**src/hdl/fmc_pkg.sv**
```systemverilog
// Purpose: Shared constants for the modem configuration block.
// Assumes: 25 MHz reference clock, APB with 32-bit data.
// Notes: Register byte address is four times the register index.
package fmc_pkg;

    localparam int unsigned CLK_HZ = 25_000_000;

    // Register map: indices and byte addresses.
    localparam logic [7:0] MODEM_CONFIG_IDX = 8'h0e;
    localparam logic [7:0] MODEM_STATUS_IDX = 8'h20;
    localparam logic [9:0] MODEM_CONFIG_ADDR = {MODEM_CONFIG_IDX, 2'b00};
    localparam logic [9:0] MODEM_STATUS_ADDR = {MODEM_STATUS_IDX, 2'b00};

    // Field positions of modem_config.
    localparam int unsigned TONE_HIGH_ONLY_BIT = 15;
    localparam int unsigned EXT_LOOPBACK_BIT = 12;
    localparam int unsigned RX_HIGH_ORDER_BIT = 11;
    localparam int unsigned RX_EXT_FILTER_BIT = 10;
    localparam int unsigned TX_WAVE_RES_BIT = 9;
    localparam int unsigned TX_AMP_LSB = 4;
    localparam int unsigned TX_AMP_MSB = 8;
    localparam int unsigned MODEM_ENABLE_BIT = 3;
    localparam int unsigned INT_LOOPBACK_BIT = 2;
    localparam int unsigned TX_IDLE_HIGH_Z_BIT = 1;
    localparam int unsigned RTS_BIT = 0;

    localparam logic [15:0] MODEM_CONFIG_RESET = 16'h0040;
    localparam logic [15:0] MODEM_CONFIG_WMASK = 16'h9fff;

    // Amplitude law: 400 mV plus 25 mV per code, saturating at code 10h.
    localparam logic [4:0] TX_AMP_SAT_CODE = 5'h10;
    localparam logic [9:0] TX_AMP_BASE_MV = 10'h190;
    localparam logic [4:0] TX_AMP_STEP_MV = 5'h19;

    // Sine synthesis timing.
    localparam int unsigned TONE_LOW_HZ = 1200;
    localparam int unsigned TONE_HIGH_HZ = 2200;
    localparam int unsigned UPD_LO_RES_HZ = 38_400;
    localparam int unsigned UPD_HI_RES_HZ = 153_600;
    localparam int unsigned UPD_LO_RES_CYC = CLK_HZ / UPD_LO_RES_HZ;
    localparam int unsigned UPD_HI_RES_CYC = CLK_HZ / UPD_HI_RES_HZ;

    // Phase accumulator: top 7 bits index a 128-step period.
    localparam int unsigned PH_W = 16;
    localparam int unsigned PH_FRAC = PH_W - 7;
    localparam int unsigned INC_HI_RES_LOW = 1 << PH_FRAC;
    localparam int unsigned INC_LO_RES_LOW = 4 << PH_FRAC;
    localparam int unsigned INC_HI_RES_HIGH =
        (INC_HI_RES_LOW * TONE_HIGH_HZ + TONE_LOW_HZ / 2) / TONE_LOW_HZ;
    localparam int unsigned INC_LO_RES_HIGH =
        (INC_LO_RES_LOW * TONE_HIGH_HZ + TONE_LOW_HZ / 2) / TONE_LOW_HZ;

    typedef enum logic [1:0] {
        TX_OFF  = 2'b00,
        TX_IDLE = 2'b01,
        TX_SEND = 2'b11
    } fmc_tx_state_e;

    typedef enum logic [1:0] {
        DAC_MIDCODE = 2'b00,
        DAC_HIGH_Z  = 2'b01,
        DAC_ACTIVE  = 2'b10
    } fmc_dac_mode_e;

    typedef enum logic [1:0] {
        RX_FROM_LINE     = 2'b00,
        RX_FROM_LOOPBACK = 2'b01,
        RX_FROM_EXT_PIN  = 2'b10
    } fmc_rx_src_e;

endpackage

```
**src/hdl/fmc_synth_if.sv**
```systemverilog
// Purpose: Carries control and step output between config and synthesiser.
// Assumes: Single clock domain.
// Notes: None.
`timescale 1ns/1ps
interface fmc_synth_if;
    logic run;
    logic tone_high;
    logic hires;
    logic update;
    logic [6:0] step;

    modport ctrl (output run, output tone_high, output hires, input update, input step);
    modport synth (input run, input tone_high, input hires, output update, output step);
endinterface

```
**src/hdl/fmc_modem_config.sv**
```systemverilog
// Purpose: Modem configuration register with APB access and transmit control.
// Assumes: APB master per AMBA; inputs synchronous to i_ref_clk.
// Notes: Zero wait states; unmapped addresses answer with pslverr.
//
// Overview of operation
// [RULE1] Tone-high-only set: send only 2200 Hz while request-to-send holds; data ignored.
// [RULE2] Tone-high-only clear, no data queued: continuous 1200 Hz while request-to-send holds.
// [RULE3] External loopback select: no internal modulator-to-receive join; board connects it.
// [RULE4] High-order filter bit routes receive through a higher-order filter; reset off.
// [RULE5] External filter bit takes receive signal from filtered input pin.
// [RULE6] Resolution bit: 32 steps at 38.4 kHz, or 128 steps at 153.6 kHz.
// [RULE7] Amplitude 400 mV plus 25 mV per code to 0Fh; above saturates; reset 4h.
// [RULE8] Modem enable turns transmit and receive paths on; reset off.
// [RULE9] Internal loopback joins transmit to receive internally for test; reset off.
// [RULE10] Idle high-z clear: DAC at midcode 50 k when idle; set: output floats.
// [RULE11] Request-to-send written 1 starts modulation only while carrier detect is 0.
// [RULE12] Software changes buffer thresholds only while modem enable is 0.
// [RULE13] Reserved bits 14 and 13 read zero; writes to them do nothing.
`timescale 1ns/1ps
module fmc_modem_config
    import fmc_pkg::*;
(
    input wire logic i_ref_clk,            // Reference clock, 25 MHz.
    input wire logic i_rst_b,              // Synchronous reset, active low.
    input wire logic i_psel,               // APB select.
    input wire logic i_penable,            // APB enable.
    input wire logic i_pwrite,             // APB direction, 1 is write.
    input wire logic [9:0] i_paddr,        // APB byte address.
    input wire logic [31:0] i_pwdata,      // APB write data.
    input wire logic [3:0] i_pstrb,        // APB byte strobes.
    output logic o_pready,                 // APB ready.
    output logic [31:0] o_prdata,          // APB read data.
    output logic o_pslverr,                // APB error for unmapped address.
    input wire logic i_carrier_detect,     // Carrier present on the line.
    input wire logic i_tx_data_valid,      // Transmit buffer holds data.
    input wire logic i_tx_data_bit,        // Current transmit bit, 1 is mark.
    output logic o_tx_enable,              // Transmit path powered.
    output logic o_rx_enable,              // Receive path powered.
    output logic o_tx_active,              // Modulator is sending.
    output logic o_tone_high,              // 1 selects 2200 Hz, 0 selects 1200 Hz.
    output logic o_sine_update,            // Pulse per synthesis update.
    output logic [6:0] o_sine_step,        // Sine step index, 128 per period.
    output logic [9:0] o_tx_amp_mv,        // Peak-to-peak amplitude in mV.
    output fmc_dac_mode_e o_dac_mode,      // Transmit DAC drive mode.
    output fmc_rx_src_e o_rx_src,          // Receive signal source.
    output logic o_rx_high_order_en,       // Higher-order receive filter on.
    output logic o_ext_loopback            // External duplex connection expected.
);

    ////////////////////////////////////////////////////////////////////////////
    // APB access decode.

    logic setup;
    logic access;
    logic hit_cfg;
    logic hit_sts;
    logic [15:0] wmask;

    assign setup = i_psel && !i_penable;
    assign access = i_psel && i_penable && o_pready;
    assign hit_cfg = (i_paddr == MODEM_CONFIG_ADDR);
    assign hit_sts = (i_paddr == MODEM_STATUS_ADDR);

    // Byte strobes gate the two low lanes; upper lanes hold no bits.
    assign wmask = {{8{i_pstrb[1]}}, {8{i_pstrb[0]}}} & MODEM_CONFIG_WMASK; // [RULE13]

    ////////////////////////////////////////////////////////////////////////////
    // Configuration register.

    logic [15:0] cfg_q, cfg_d;
    logic cfg_wr;

    assign cfg_wr = access && i_pwrite && hit_cfg;

    always_comb begin
        cfg_d = cfg_q;
        if (cfg_wr) begin
            cfg_d = (cfg_q & ~wmask) | (i_pwdata[15:0] & wmask); // [RULE13]
        end
    end

    always_ff @(posedge i_ref_clk) begin
        if (!i_rst_b) begin
            cfg_q <= MODEM_CONFIG_RESET; // [RULE7]
        end else begin
            cfg_q <= cfg_d;
        end
    end

    logic tone_high_only;
    logic ext_loop;
    logic hord_en;
    logic ext_filt;
    logic hires;
    logic [4:0] amp_code;
    logic modem_enable;
    logic int_loop;
    logic idle_high_z;
    logic rts;

    assign tone_high_only = cfg_q[TONE_HIGH_ONLY_BIT];
    assign ext_loop = cfg_q[EXT_LOOPBACK_BIT];
    assign hord_en = cfg_q[RX_HIGH_ORDER_BIT];
    assign ext_filt = cfg_q[RX_EXT_FILTER_BIT];
    assign hires = cfg_q[TX_WAVE_RES_BIT];
    assign amp_code = cfg_q[TX_AMP_MSB:TX_AMP_LSB];
    assign modem_enable = cfg_q[MODEM_ENABLE_BIT];
    assign int_loop = cfg_q[INT_LOOPBACK_BIT];
    assign idle_high_z = cfg_q[TX_IDLE_HIGH_Z_BIT];
    assign rts = cfg_q[RTS_BIT];

    ////////////////////////////////////////////////////////////////////////////
    // Transmit state.

    fmc_tx_state_e st_q, st_d;
    logic rts_rise;

    // A fresh 1 in the request bit is what may start a burst; holding it at 1
    // while the carrier clears does not, so a busy line is never stolen.
    assign rts_rise = cfg_wr && wmask[RTS_BIT] && i_pwdata[RTS_BIT];

    always_comb begin
        st_d = st_q;
        case (st_q)
            TX_OFF: begin
                if (modem_enable) begin
                    st_d = TX_IDLE; // [RULE8]
                end
            end
            TX_IDLE: begin
                if (!modem_enable) begin
                    st_d = TX_OFF;
                end else if (rts_rise && !i_carrier_detect) begin
                    st_d = TX_SEND; // [RULE11]
                end
            end
            TX_SEND: begin
                if (!modem_enable) begin
                    st_d = TX_OFF;
                end else if (!rts) begin
                    st_d = TX_IDLE;
                end
            end
            default: st_d = TX_OFF;
        endcase
    end

    always_ff @(posedge i_ref_clk) begin
        if (!i_rst_b) begin
            st_q <= TX_OFF;
        end else begin
            st_q <= st_d;
        end
    end

    ////////////////////////////////////////////////////////////////////////////
    // Registered control outputs.

    logic tx_en_q, tx_en_d;
    logic rx_en_q, rx_en_d;
    logic active_q, active_d;
    logic tone_q, tone_d;
    logic [9:0] amp_mv_q, amp_mv_d;
    fmc_dac_mode_e dac_q, dac_d;
    fmc_rx_src_e src_q, src_d;
    logic hord_q, hord_d;
    logic xloop_q, xloop_d;
    logic [4:0] amp_sat;

    always_comb begin
        tx_en_d = modem_enable; // [RULE8]
        rx_en_d = modem_enable; // [RULE8]
        active_d = (st_d == TX_SEND);
        if (tone_high_only) begin
            tone_d = 1'b1; // [RULE1]
        end else if (!i_tx_data_valid) begin
            tone_d = 1'b0; // [RULE2]
        end else begin
            tone_d = !i_tx_data_bit;
        end
        amp_sat = (amp_code >= TX_AMP_SAT_CODE) ? TX_AMP_SAT_CODE : amp_code; // [RULE7]
        amp_mv_d = TX_AMP_BASE_MV + 10'(amp_sat) * 10'(TX_AMP_STEP_MV); // [RULE7]
        if (active_d) begin
            dac_d = DAC_ACTIVE;
        end else if (idle_high_z) begin
            dac_d = DAC_HIGH_Z; // [RULE10]
        end else begin
            dac_d = DAC_MIDCODE; // [RULE10]
        end
        // The external join overrides the internal one: driving both would
        // short the modulator onto whatever the board feeds back.
        if (ext_loop) begin
            src_d = ext_filt ? RX_FROM_EXT_PIN : RX_FROM_LINE; // [RULE3]
        end else if (int_loop) begin
            src_d = RX_FROM_LOOPBACK; // [RULE9]
        end else if (ext_filt) begin
            src_d = RX_FROM_EXT_PIN; // [RULE5]
        end else begin
            src_d = RX_FROM_LINE;
        end
        hord_d = hord_en; // [RULE4]
        xloop_d = ext_loop; // [RULE3]
    end

    always_ff @(posedge i_ref_clk) begin
        if (!i_rst_b) begin
            tx_en_q <= 1'b0;
            rx_en_q <= 1'b0;
            active_q <= 1'b0;
            tone_q <= 1'b0;
            amp_mv_q <= '0;
            dac_q <= DAC_MIDCODE;
            src_q <= RX_FROM_LINE;
            hord_q <= 1'b0;
            xloop_q <= 1'b0;
        end else begin
            tx_en_q <= tx_en_d;
            rx_en_q <= rx_en_d;
            active_q <= active_d;
            tone_q <= tone_d;
            amp_mv_q <= amp_mv_d;
            dac_q <= dac_d;
            src_q <= src_d;
            hord_q <= hord_d;
            xloop_q <= xloop_d;
        end
    end

    ////////////////////////////////////////////////////////////////////////////
    // Sine step sequencer.

    fmc_synth_if sif ();

    assign sif.run = active_q;
    assign sif.tone_high = tone_q; // [RULE1]
    assign sif.hires = hires; // [RULE6]

    fmc_tone_synth u_synth (
        .i_ref_clk (i_ref_clk),
        .i_rst_b   (i_rst_b),
        .sif       (sif.synth)
    );

    ////////////////////////////////////////////////////////////////////////////
    // APB answer: loaded in the setup cycle, shown in the access cycle.

    logic rdy_q, rdy_d;
    logic err_q, err_d;
    logic [31:0] rdata_q, rdata_d;
    logic [15:0] status;

    assign status = {8'h00, 2'b00, st_q, 1'b0, i_carrier_detect, tone_q, active_q};

    always_comb begin
        rdy_d = 1'b0;
        err_d = 1'b0;
        rdata_d = rdata_q;
        if (setup) begin
            rdy_d = 1'b1;
            if (hit_cfg) begin
                rdata_d = {16'h0000, cfg_q}; // [RULE13]
            end else if (hit_sts) begin
                rdata_d = {16'h0000, status};
                err_d = i_pwrite;
            end else begin
                rdata_d = '0;
                err_d = 1'b1;
            end
        end else if (cfg_wr) begin
            rdata_d = {16'h0000, cfg_d};
        end
    end

    always_ff @(posedge i_ref_clk) begin
        if (!i_rst_b) begin
            rdy_q <= 1'b0;
            err_q <= 1'b0;
            rdata_q <= '0;
        end else begin
            rdy_q <= rdy_d;
            err_q <= err_d;
            rdata_q <= rdata_d;
        end
    end

    ////////////////////////////////////////////////////////////////////////////
    // Outputs.

    assign o_pready = rdy_q;
    assign o_pslverr = err_q;
    assign o_prdata = rdata_q;
    assign o_tx_enable = tx_en_q;
    assign o_rx_enable = rx_en_q;
    assign o_tx_active = active_q;
    assign o_tone_high = tone_q;
    assign o_sine_update = sif.update;
    assign o_sine_step = sif.step;
    assign o_tx_amp_mv = amp_mv_q;
    assign o_dac_mode = dac_q;
    assign o_rx_src = src_q;
    assign o_rx_high_order_en = hord_q;
    assign o_ext_loopback = xloop_q;

endmodule

```
**src/hdl/fmc_tone_synth.sv**
```systemverilog
// Purpose: Sine step sequencer for the two transmit tones.
// Assumes: 25 MHz clock; step index addresses a 128-entry period.
// Notes: Low resolution advances the index four at a time for the 1200 Hz tone.
`timescale 1ns/1ps
module fmc_tone_synth
    import fmc_pkg::*;
(
    input wire logic i_ref_clk,   // Reference clock.
    input wire logic i_rst_b,     // Synchronous reset, active low.
    fmc_synth_if.synth sif        // Control in, step out.
);

    logic [9:0] div_q, div_d;
    logic [PH_W-1:0] ph_q, ph_d;
    logic upd_q, upd_d;
    logic [9:0] div_top;
    logic [PH_W-1:0] inc;

    always_comb begin
        div_top = sif.hires ? 10'(UPD_HI_RES_CYC - 1) : 10'(UPD_LO_RES_CYC - 1); // [RULE6]
        case ({sif.hires, sif.tone_high})
            2'b00: inc = PH_W'(INC_LO_RES_LOW);
            2'b01: inc = PH_W'(INC_LO_RES_HIGH);
            2'b10: inc = PH_W'(INC_HI_RES_LOW);
            default: inc = PH_W'(INC_HI_RES_HIGH);
        endcase
        div_d = div_q;
        ph_d = ph_q;
        upd_d = 1'b0;
        if (!sif.run) begin
            // Restart each burst at phase zero so the carrier starts cleanly.
            div_d = '0;
            ph_d = '0;
        end else if (div_q >= div_top) begin
            div_d = '0;
            ph_d = ph_q + inc;
            upd_d = 1'b1;
        end else begin
            div_d = div_q + 10'h001;
        end
    end

    always_ff @(posedge i_ref_clk) begin
        if (!i_rst_b) begin
            div_q <= '0;
            ph_q <= '0;
            upd_q <= 1'b0;
        end else begin
            div_q <= div_d;
            ph_q <= ph_d;
            upd_q <= upd_d;
        end
    end

    assign sif.update = upd_q;
    assign sif.step = ph_q[PH_W-1 -: 7];

endmodule
```
**config.mk**
```make
export PLATFORM = sky130hd
export DESIGN_NAME = fmc_modem_config
export DESIGN_NICKNAME = d
export VERILOG_FILES = /design/src/hdl/fmc_pkg.sv /design/src/hdl/fmc_synth_if.sv /design/src/hdl/fmc_modem_config.sv /design/src/hdl/fmc_tone_synth.sv
export SDC_FILE = /design/constraint.sdc
export NUM_CORES = 1
export LEC_CHECK = 0
export ABC_AREA = 1
export BUFFER_PORTS_ARGS = -buffer_cell sky130_fd_sc_hd__buf_2
export CAP_MARGIN = 20
export CORE_MARGIN = 2
export CORE_UTILIZATION = 49
export CTS_BUF_LIST = sky130_fd_sc_hd__clkbuf_16
export DETAILED_ROUTE_END_ITERATION = 6
export PLACE_DENSITY = 0.82
export SETUP_SLACK_MARGIN = 0.4
export SYNTH_ARGS = -nofsm -noshare
export SYNTH_HDL_FRONTEND = slang
export SYNTH_SLANG_ARGS = --single-unit
```
**constraint.sdc**
```tcl
create_clock -name i_ref_clk -period 2.7 [get_ports i_ref_clk]
set_input_delay 0.27 -clock i_ref_clk [delete_from_list [all_inputs] [get_ports i_ref_clk]]
set_output_delay 0.27 -clock i_ref_clk [all_outputs]
set_load 0.05 [all_outputs]
```
---- Word level (Yosys, flattened, before mapping) ----
Cells that the tools add are included.
storage, ports and cells
  bits in registers ....................... 98
  logic and storage cells ................. 79
  output and inout bits ................... 62
cells by class
  magnitude comparators ................... 2
  bitwise logic cells ..................... 7
  reductions and logical operators ........ 18
  muxes and demuxes ....................... 24
  add/subtract/negate cells ............... 3
  multiply operators ...................... 1
  equal/unequal tests ..................... 7
operators with widths
  cell                   number
  $mux 32                2
  $pmux 12 s3            1
  $and 16x16->16         2
  $mux 16                2
  $mux 2                 9
  $add 16x12->16         1
  $not 16->16            1
  $or 16x16->16          1
  $add 10x1->10 const B  1
  $add 9x10->10 const A  1
  $eq 10x6->1 const B    1
  $eq 10x8->1 const B    1
  $ge 10x10->1           1
  $mul 5x5->10 const B   1
  $mux 10                1
  $logic_and 1x1->1      8
  $eq 2x2->1 const B     3
  $mux 1                 6
  $mux 6                 1
  $pmux 2 s3             1
  $reduce_or 3->1        2
  $ge 5x5->1 const B     1
  $mux 5                 1
  $eq 2x1->1 const B     2
  other kinds (6)        11

---- Depth between registers and ports, before layout ----
  word-level depth ........................ 12
  depth in mapped cells ................... 14
  mapped depth without buffers ............ 14

---- By module ----
A second synthesis with hierarchy kept.
second synthesis, totals
  cell total of the unflattened synthesis .. 675
  area total of the unflattened synthesis .. 4772.1 µm²
modules (own cells, without submodules)
  module            cells each  area an instance (µm²)  times used
  fmc_modem_config  392         2906.5                  1
  fmc_tone_synth    283         1865.5                  1

---- Worst setup path before layout ----
No wires, ideal clock.
  path type ............................... reg2reg
  start point ............................. register cfg_q[8]
  end point ............................... register amp_mv_q[9] (netlist: o_tx_amp_mv[9])
  required time ........................... 2581 ps
  cell stages (with the launch flop) ...... 13
  arrival ................................. 2559 ps
  clock period less this slack ............ 2678 ps
  slack ................................... 22 ps
  cell sequence ........................... dfxtp_1 clkbuf_1 nor2_1 ha_1 ha_1 ha_1 ha_1 fa_1 nand2_1 inv_1 o21ai_0 and3_1 nor3_1
between the ends
  longest elaborated chain between the ends .. 4
ends and longest elaborated chain
  item                      line                     RTL
  start: declaration        fmc_modem_config.sv:70   logic [15:0] cfg_q, cfg_d;
  start signal: assignment  fmc_modem_config.sv:86   cfg_q <= cfg_d;
  $ge 5x5->1                fmc_modem_config.sv:181  amp_sat = (amp_code >= TX_AMP_SAT_CODE) ? TX_AMP_SAT_CODE : amp_code;
  $mux 5 (*)                fmc_modem_config.sv:181
  $mul 5x5->10 (*)          fmc_modem_config.sv:182  amp_mv_d = TX_AMP_BASE_MV + 10'(amp_sat) * 10'(TX_AMP_STEP_MV);
  $add 9x10->10 (*)         fmc_modem_config.sv:182
  end signal: assignment    fmc_modem_config.sv:221  amp_mv_q <= amp_mv_d;
  end: declaration          fmc_modem_config.sv:163  logic [9:0] amp_mv_q, amp_mv_d;
Mark *: on every way between the ends. The rest lies on a longest branch, timed or not.
A chain may end at the register's enable or synchronous reset.

---- Final worst setup path ----
Ends and elaborated chain as after synthesis.

==> results by stage <==
STA:
- The final setup violation count is 0.
- After layout, the worst setup slack is between 0.1 and 0.15 ns.
- For this run, the top clock speed supported by timing is 0.3904 GHz.
- The worst relative slew slack is approximately two thirds.
- The sum of negative setup slack is 0 ns.
- Setup repair after global routing could not meet its margin everywhere.
- The total count of hold-check failures in the final report was 0.
- The time the worst path needs with I/O delays and setup is 2.562 ns.
- The worst clock skew on the final layout is between 0.005 and 0.006 ns.
- At the pin with the least slew margin, the transition time is between 0.4 and 0.5 ns.
- The max-slew violation total from the final report is 0.
- The worst path uses between 90% and 100% of the clock period.

Pwr:
- Dividing total power by cell area gives a power density of roughly 470 nW/um^2.
- The total leakage power is 2.680 nW.
- Across the VDD grid, the largest voltage drop is roughly 0.00030 V.

Final layout:
- The share of post-route cells with drive strength above 1 is 22.40%.
- The layout filler cell count is roughly 850.
- The repair_antennas step left the layout with diodes totalling 0.
- The final layout contains roughly 840 nets.
- The area growth from synthesis to layout is 18.83%.

Clock tree:
- Clock tree synthesis found a total of between 70 and 80 sinks.
- The tree is rooted in a sky130_fd_sc_hd__clkbuf_16.
- The CTS clock-pin slew for the worst setup and hold paths is 0.06 ns.
- The H-tree was split into 3 levels.
- Buffers inserted to repair hold after CTS numbered 0.
- The maximum count of clock buffers along a single path is 2.
- The worst-skew pair later-pin latency is about 0.33 ns.
- The TritonCTS clock tree is built.
- The clock buffer count from CTS is 9.

Floorplan:
- The area of the placeable core is 9240 sq um.
- Once the floorplan was initialized, standard cells occupied about 51% of the core.
- 116 I/O pins were placed.
- The die outline width is 101.6 um.
- The floorplan die height is between 100 and 150 um.
- The initialized floorplan defines 35 standard-cell rows.
- The floorplan step defined a die boundary enclosing 10330 sq um.

Placed design:
- The global placement routability congestion is 0.9237.
- The number of buffers inserted by port buffering is 77.
- Summed over all nets, the half-perimeter wirelength after detailed placement is about 7700 um.
- The placement-stage worst setup slack is between 0.1 and 0.15 ns.

Yosys:
- The cell count after synthesis came out at 682.
- Of the post-synthesis cell area, the dominant cell type holds about a third.
- In the synthesized netlist, the cells that appear most often are sky130_fd_sc_hd__nand2_1, sky130_fd_sc_hd__inv_1, sky130_fd_sc_hd__dfxtp_1.
- After synthesis, the cell types taking the most area are sky130_fd_sc_hd__dfxtp_1, sky130_fd_sc_hd__nand2_1, sky130_fd_sc_hd__ha_1.
- The count of state elements after synthesis is 77.
- The count of different cell masters after synthesis is between 40 and 50.
- Yosys printed 0 warnings.
- Dividing the synthesized area by the synthesized cell count gives 6.850 sq um.
- In this run, synthesis inferred 0 flip-flops with an integrated enable.
- In the synthesized netlist the async set-or-reset flop fraction comes to 0%.
- For this run, the register share of the synthesized area comes to between 30% and 40%.
- The primary flip-flop cell chosen by synthesis mapping is sky130_fd_sc_hd__dfxtp_1.
- The biggest area contributor in the post-synthesis netlist is sky130_fd_sc_hd__dfxtp_1.
- The cell area that synthesis handed to floorplanning was ~4700 sq um.
- The most common cell in the netlist is sky130_fd_sc_hd__nand2_1.

Global routing:
- For this run the aggregate overflow at the end of global routing stands at 0.
- The met1 usage is between 20% and 30%.
- The met3 track utilization from global routing is 5.107%.
- The number of antenna violations at the first check in global routing is 0.
- The combined global-route utilization of all metal layers is between 20% and 30%.
- The number of global-route vias before repair came to 3968.
- The layer with the highest usage is met2.
- The largest net degree at the start of global routing is 27.
- The first global-routing pass estimated 17640 um of wire.
- In the global route stage, met2 resource usage came out at a little under two fifths.

Setup path:
- The most numerous cell type found on the critical path is sky130_fd_sc_hd__ha_4.
- The startpoint of the worst-slack reg-to-reg timing path is cfg_q[8]$_SDFF_PN0_.
- The worst setup path is of the flip-flop to flip-flop kind.
- The worst setup path is launched from a flip-flop.
- The signal arrival time at the worst endpoint is 2.78 ns.
- Together, buffers and inverters on the worst path number 3.
- The count of cells along the worst register-to-register path is 13.
- The slowest stage of the critical path belongs to the cell sky130_fd_sc_hd__fa_2.
- The reg2reg setup slack is about 0.14 ns.
- Data on the critical path is required at its endpoint by about 2.9 ns.
- The largest single stage delay on the critical path is about 0.40 ns.
- The reg-to-reg endpoint is o_tx_amp_mv[9]$_SDFF_PN0_.
- On the critical path the largest part of the delay comes from adder cells.
- The signal on the critical path passes through buf_8 -> nor2_4 -> buf_6 -> ha_4 -> ha_4 -> ha_4 -> ha_4 -> fa_2 -> nand2_2 -> inv_2 -> o21ai_2 -> and3_1 -> nor3_1.
- The critical path endpoint category is a flip-flop.
- In this run the worst path has a maximum fanout of 7.

Hold path:
- The tightest min-delay check is of the primary input to flip-flop type.
- The worst hold path begins at i_tx_data_valid.
- The hold-critical path endpoint is o_tone_high$_SDFF_PN0_.
- The worst hold path was traced through 3 stages.

Route:
- The mean routed wirelength per cell is between 10 and 15 um.
- Before antenna repair, the detailed router went through 5 iterations.
- The number of remaining DRC errors is 0.
- The number of vias per cell is 4.949.
- For this block, the routed nets add up to between 10000 and 15000 um of wire.
- In this run the remaining antenna-violating nets after routing total 0.
- Across all layers, the routed design uses 4395 vias.
- The initial DRC count is about 160.

Run status:
- The run finished with clean final reports.

Flow run:
- The number of maximum-capacitance violations is 0.
## registers in the layout, summed over array words and instances, names as in the netlist, 2 cells and up
register,cells
o_tx_amp_mv,10
u_synth.div_q,10
cfg_q,14
o_prdata,14
st_q,2
u_synth.ph_q,16
o_rx_src,2
## what timing repair did
action                                  in CTS  in global routing
endpoints found under the setup margin       3                  4
pin swaps                                    2                 16
gates resized for setup                      4                 23
setup buffers                                2                  6
## metal layers
layer  routed length [um]  up-vias  share of wire (%)
met5                    0        -                  0
met4                   99        0               0.91
met3                  712       13                6.5
met2                 5456      144                 50
met1                 4658     1969                 43
li1                     -     2269                  -
## report_power, final
part / switching [W] / total (W) / leakage (nW) / internal (W)
combinational: 0.000210 / 0.000269 / 1.92 / 0.0000591
clock: 0.000475 / 0.00118 / 0.139 / 0.000702
sequential: 0.00000984 / 0.00116 / 0.626 / 0.00115
total: 0.000695 / 0.00261 / 2.68 / 0.00191
## logic make-up (layout without fill, tap and decap cells)
| family | after synthesis | after routing | synth area share [%] |
|---|---|---|---|
| xor+xnor | 7 | 7 | 1.312 |
| buf+inv | 141 | 201 | 14.19 |
| compound gates | 95 | 95 | 11.57 |
| other cells | 1 | 18 | 0.08027 |
| flops | 77 | 77 | 32.99 |
| mux | 1 | 1 | 0.2143 |
| simple gates | 328 | 328 | 30.74 |
| fa+ha+maj | 32 | 32 | 8.891 |
## stage by stage
step | hold WS, ns | total power, W | instances | area, sq um | utilization (%)
after global routing | 0.2210 | 0.002685 | 888 | 5552 | 60.08
final | 0.2042 | 0.002609 | 888 | 5552 | 60.08
after global placement | 0.4475 | 0.001452 | 866 | 5074 | 54.91
after CTS | 0.1926 | 0.002613 | 882 | 5379 | 58.21
after detailed placement | 0.4484 | 0.001454 | 866 | 5074 | 54.91
after floorplan | 0.4084 | 0.001405 | 699 | 4791 | -
## final cells by class
type	instances	area (sq um)	share of cell area [%]
well taps	129	161.4	2.907
inverters	95	356.6	6.423
clock buffers	9	225.2	4.057
multi-input cells	481	2699	48.61
repair buffers	92	509.2	9.173
clock inverters	5	55.05	0.9917
flip-flops and latches	77	1545	27.83
## worst register-to-register path, cell delays in order, from the launching register on
cell	delay, ns
sky130_fd_sc_hd__dfxtp_2	0.33
sky130_fd_sc_hd__buf_8	0.14
sky130_fd_sc_hd__nor2_4	0.14
sky130_fd_sc_hd__buf_6	0.12
sky130_fd_sc_hd__ha_4	0.19
sky130_fd_sc_hd__ha_4	0.24
sky130_fd_sc_hd__ha_4	0.25
sky130_fd_sc_hd__ha_4	0.17
sky130_fd_sc_hd__fa_2	0.40
sky130_fd_sc_hd__nand2_2	0.08
sky130_fd_sc_hd__inv_2	0.04
sky130_fd_sc_hd__o21ai_2	0.14
sky130_fd_sc_hd__and3_1	0.16
sky130_fd_sc_hd__nor3_1	0.05
## layout by cell type, fill, tap and decap left out, types with 8 or more instances in the layout
cell type / n
sky130_fd_sc_hd__a21oi_1: 44
sky130_fd_sc_hd__buf_2: 77
sky130_fd_sc_hd__buf_4: 13
sky130_fd_sc_hd__clkbuf_16: 9
sky130_fd_sc_hd__conb_1: 18
sky130_fd_sc_hd__dfxtp_1: 74
sky130_fd_sc_hd__ha_1: 20
sky130_fd_sc_hd__ha_4: 10
sky130_fd_sc_hd__inv_1: 79
sky130_fd_sc_hd__inv_2: 14
sky130_fd_sc_hd__nand2_1: 182
sky130_fd_sc_hd__nand3_1: 29
sky130_fd_sc_hd__nand4_1: 13
sky130_fd_sc_hd__nor2_1: 68
sky130_fd_sc_hd__nor3_1: 8
sky130_fd_sc_hd__o21ai_0: 20
sky130_fd_sc_hd__o21ai_1: 9
sky130_fd_sc_hd__o21ai_2: 8
## worst max-delay path by stage
stage,from,end,slack (ns),depth (start not counted)
floorplan,cfg_q[8]$_SDFF_PN0_,o_tx_amp_mv[9]$_SDFF_PN0_,0.32,14
global placement,cfg_q[8]$_SDFF_PN0_,o_tx_amp_mv[9]$_SDFF_PN0_,0.21,12
detailed placement,cfg_q[8]$_SDFF_PN0_,o_tx_amp_mv[9]$_SDFF_PN0_,0.12,14
CTS,cfg_q[8]$_SDFF_PN0_,o_tx_amp_mv[9]$_SDFF_PN0_,0.19,14
global route,cfg_q[8]$_SDFF_PN0_,o_tx_amp_mv[9]$_SDFF_PN0_,0.05,14
finish,cfg_q[8]$_SDFF_PN0_,o_tx_amp_mv[9]$_SDFF_PN0_,0.14,13
Power figures use the tool's default switching activity.
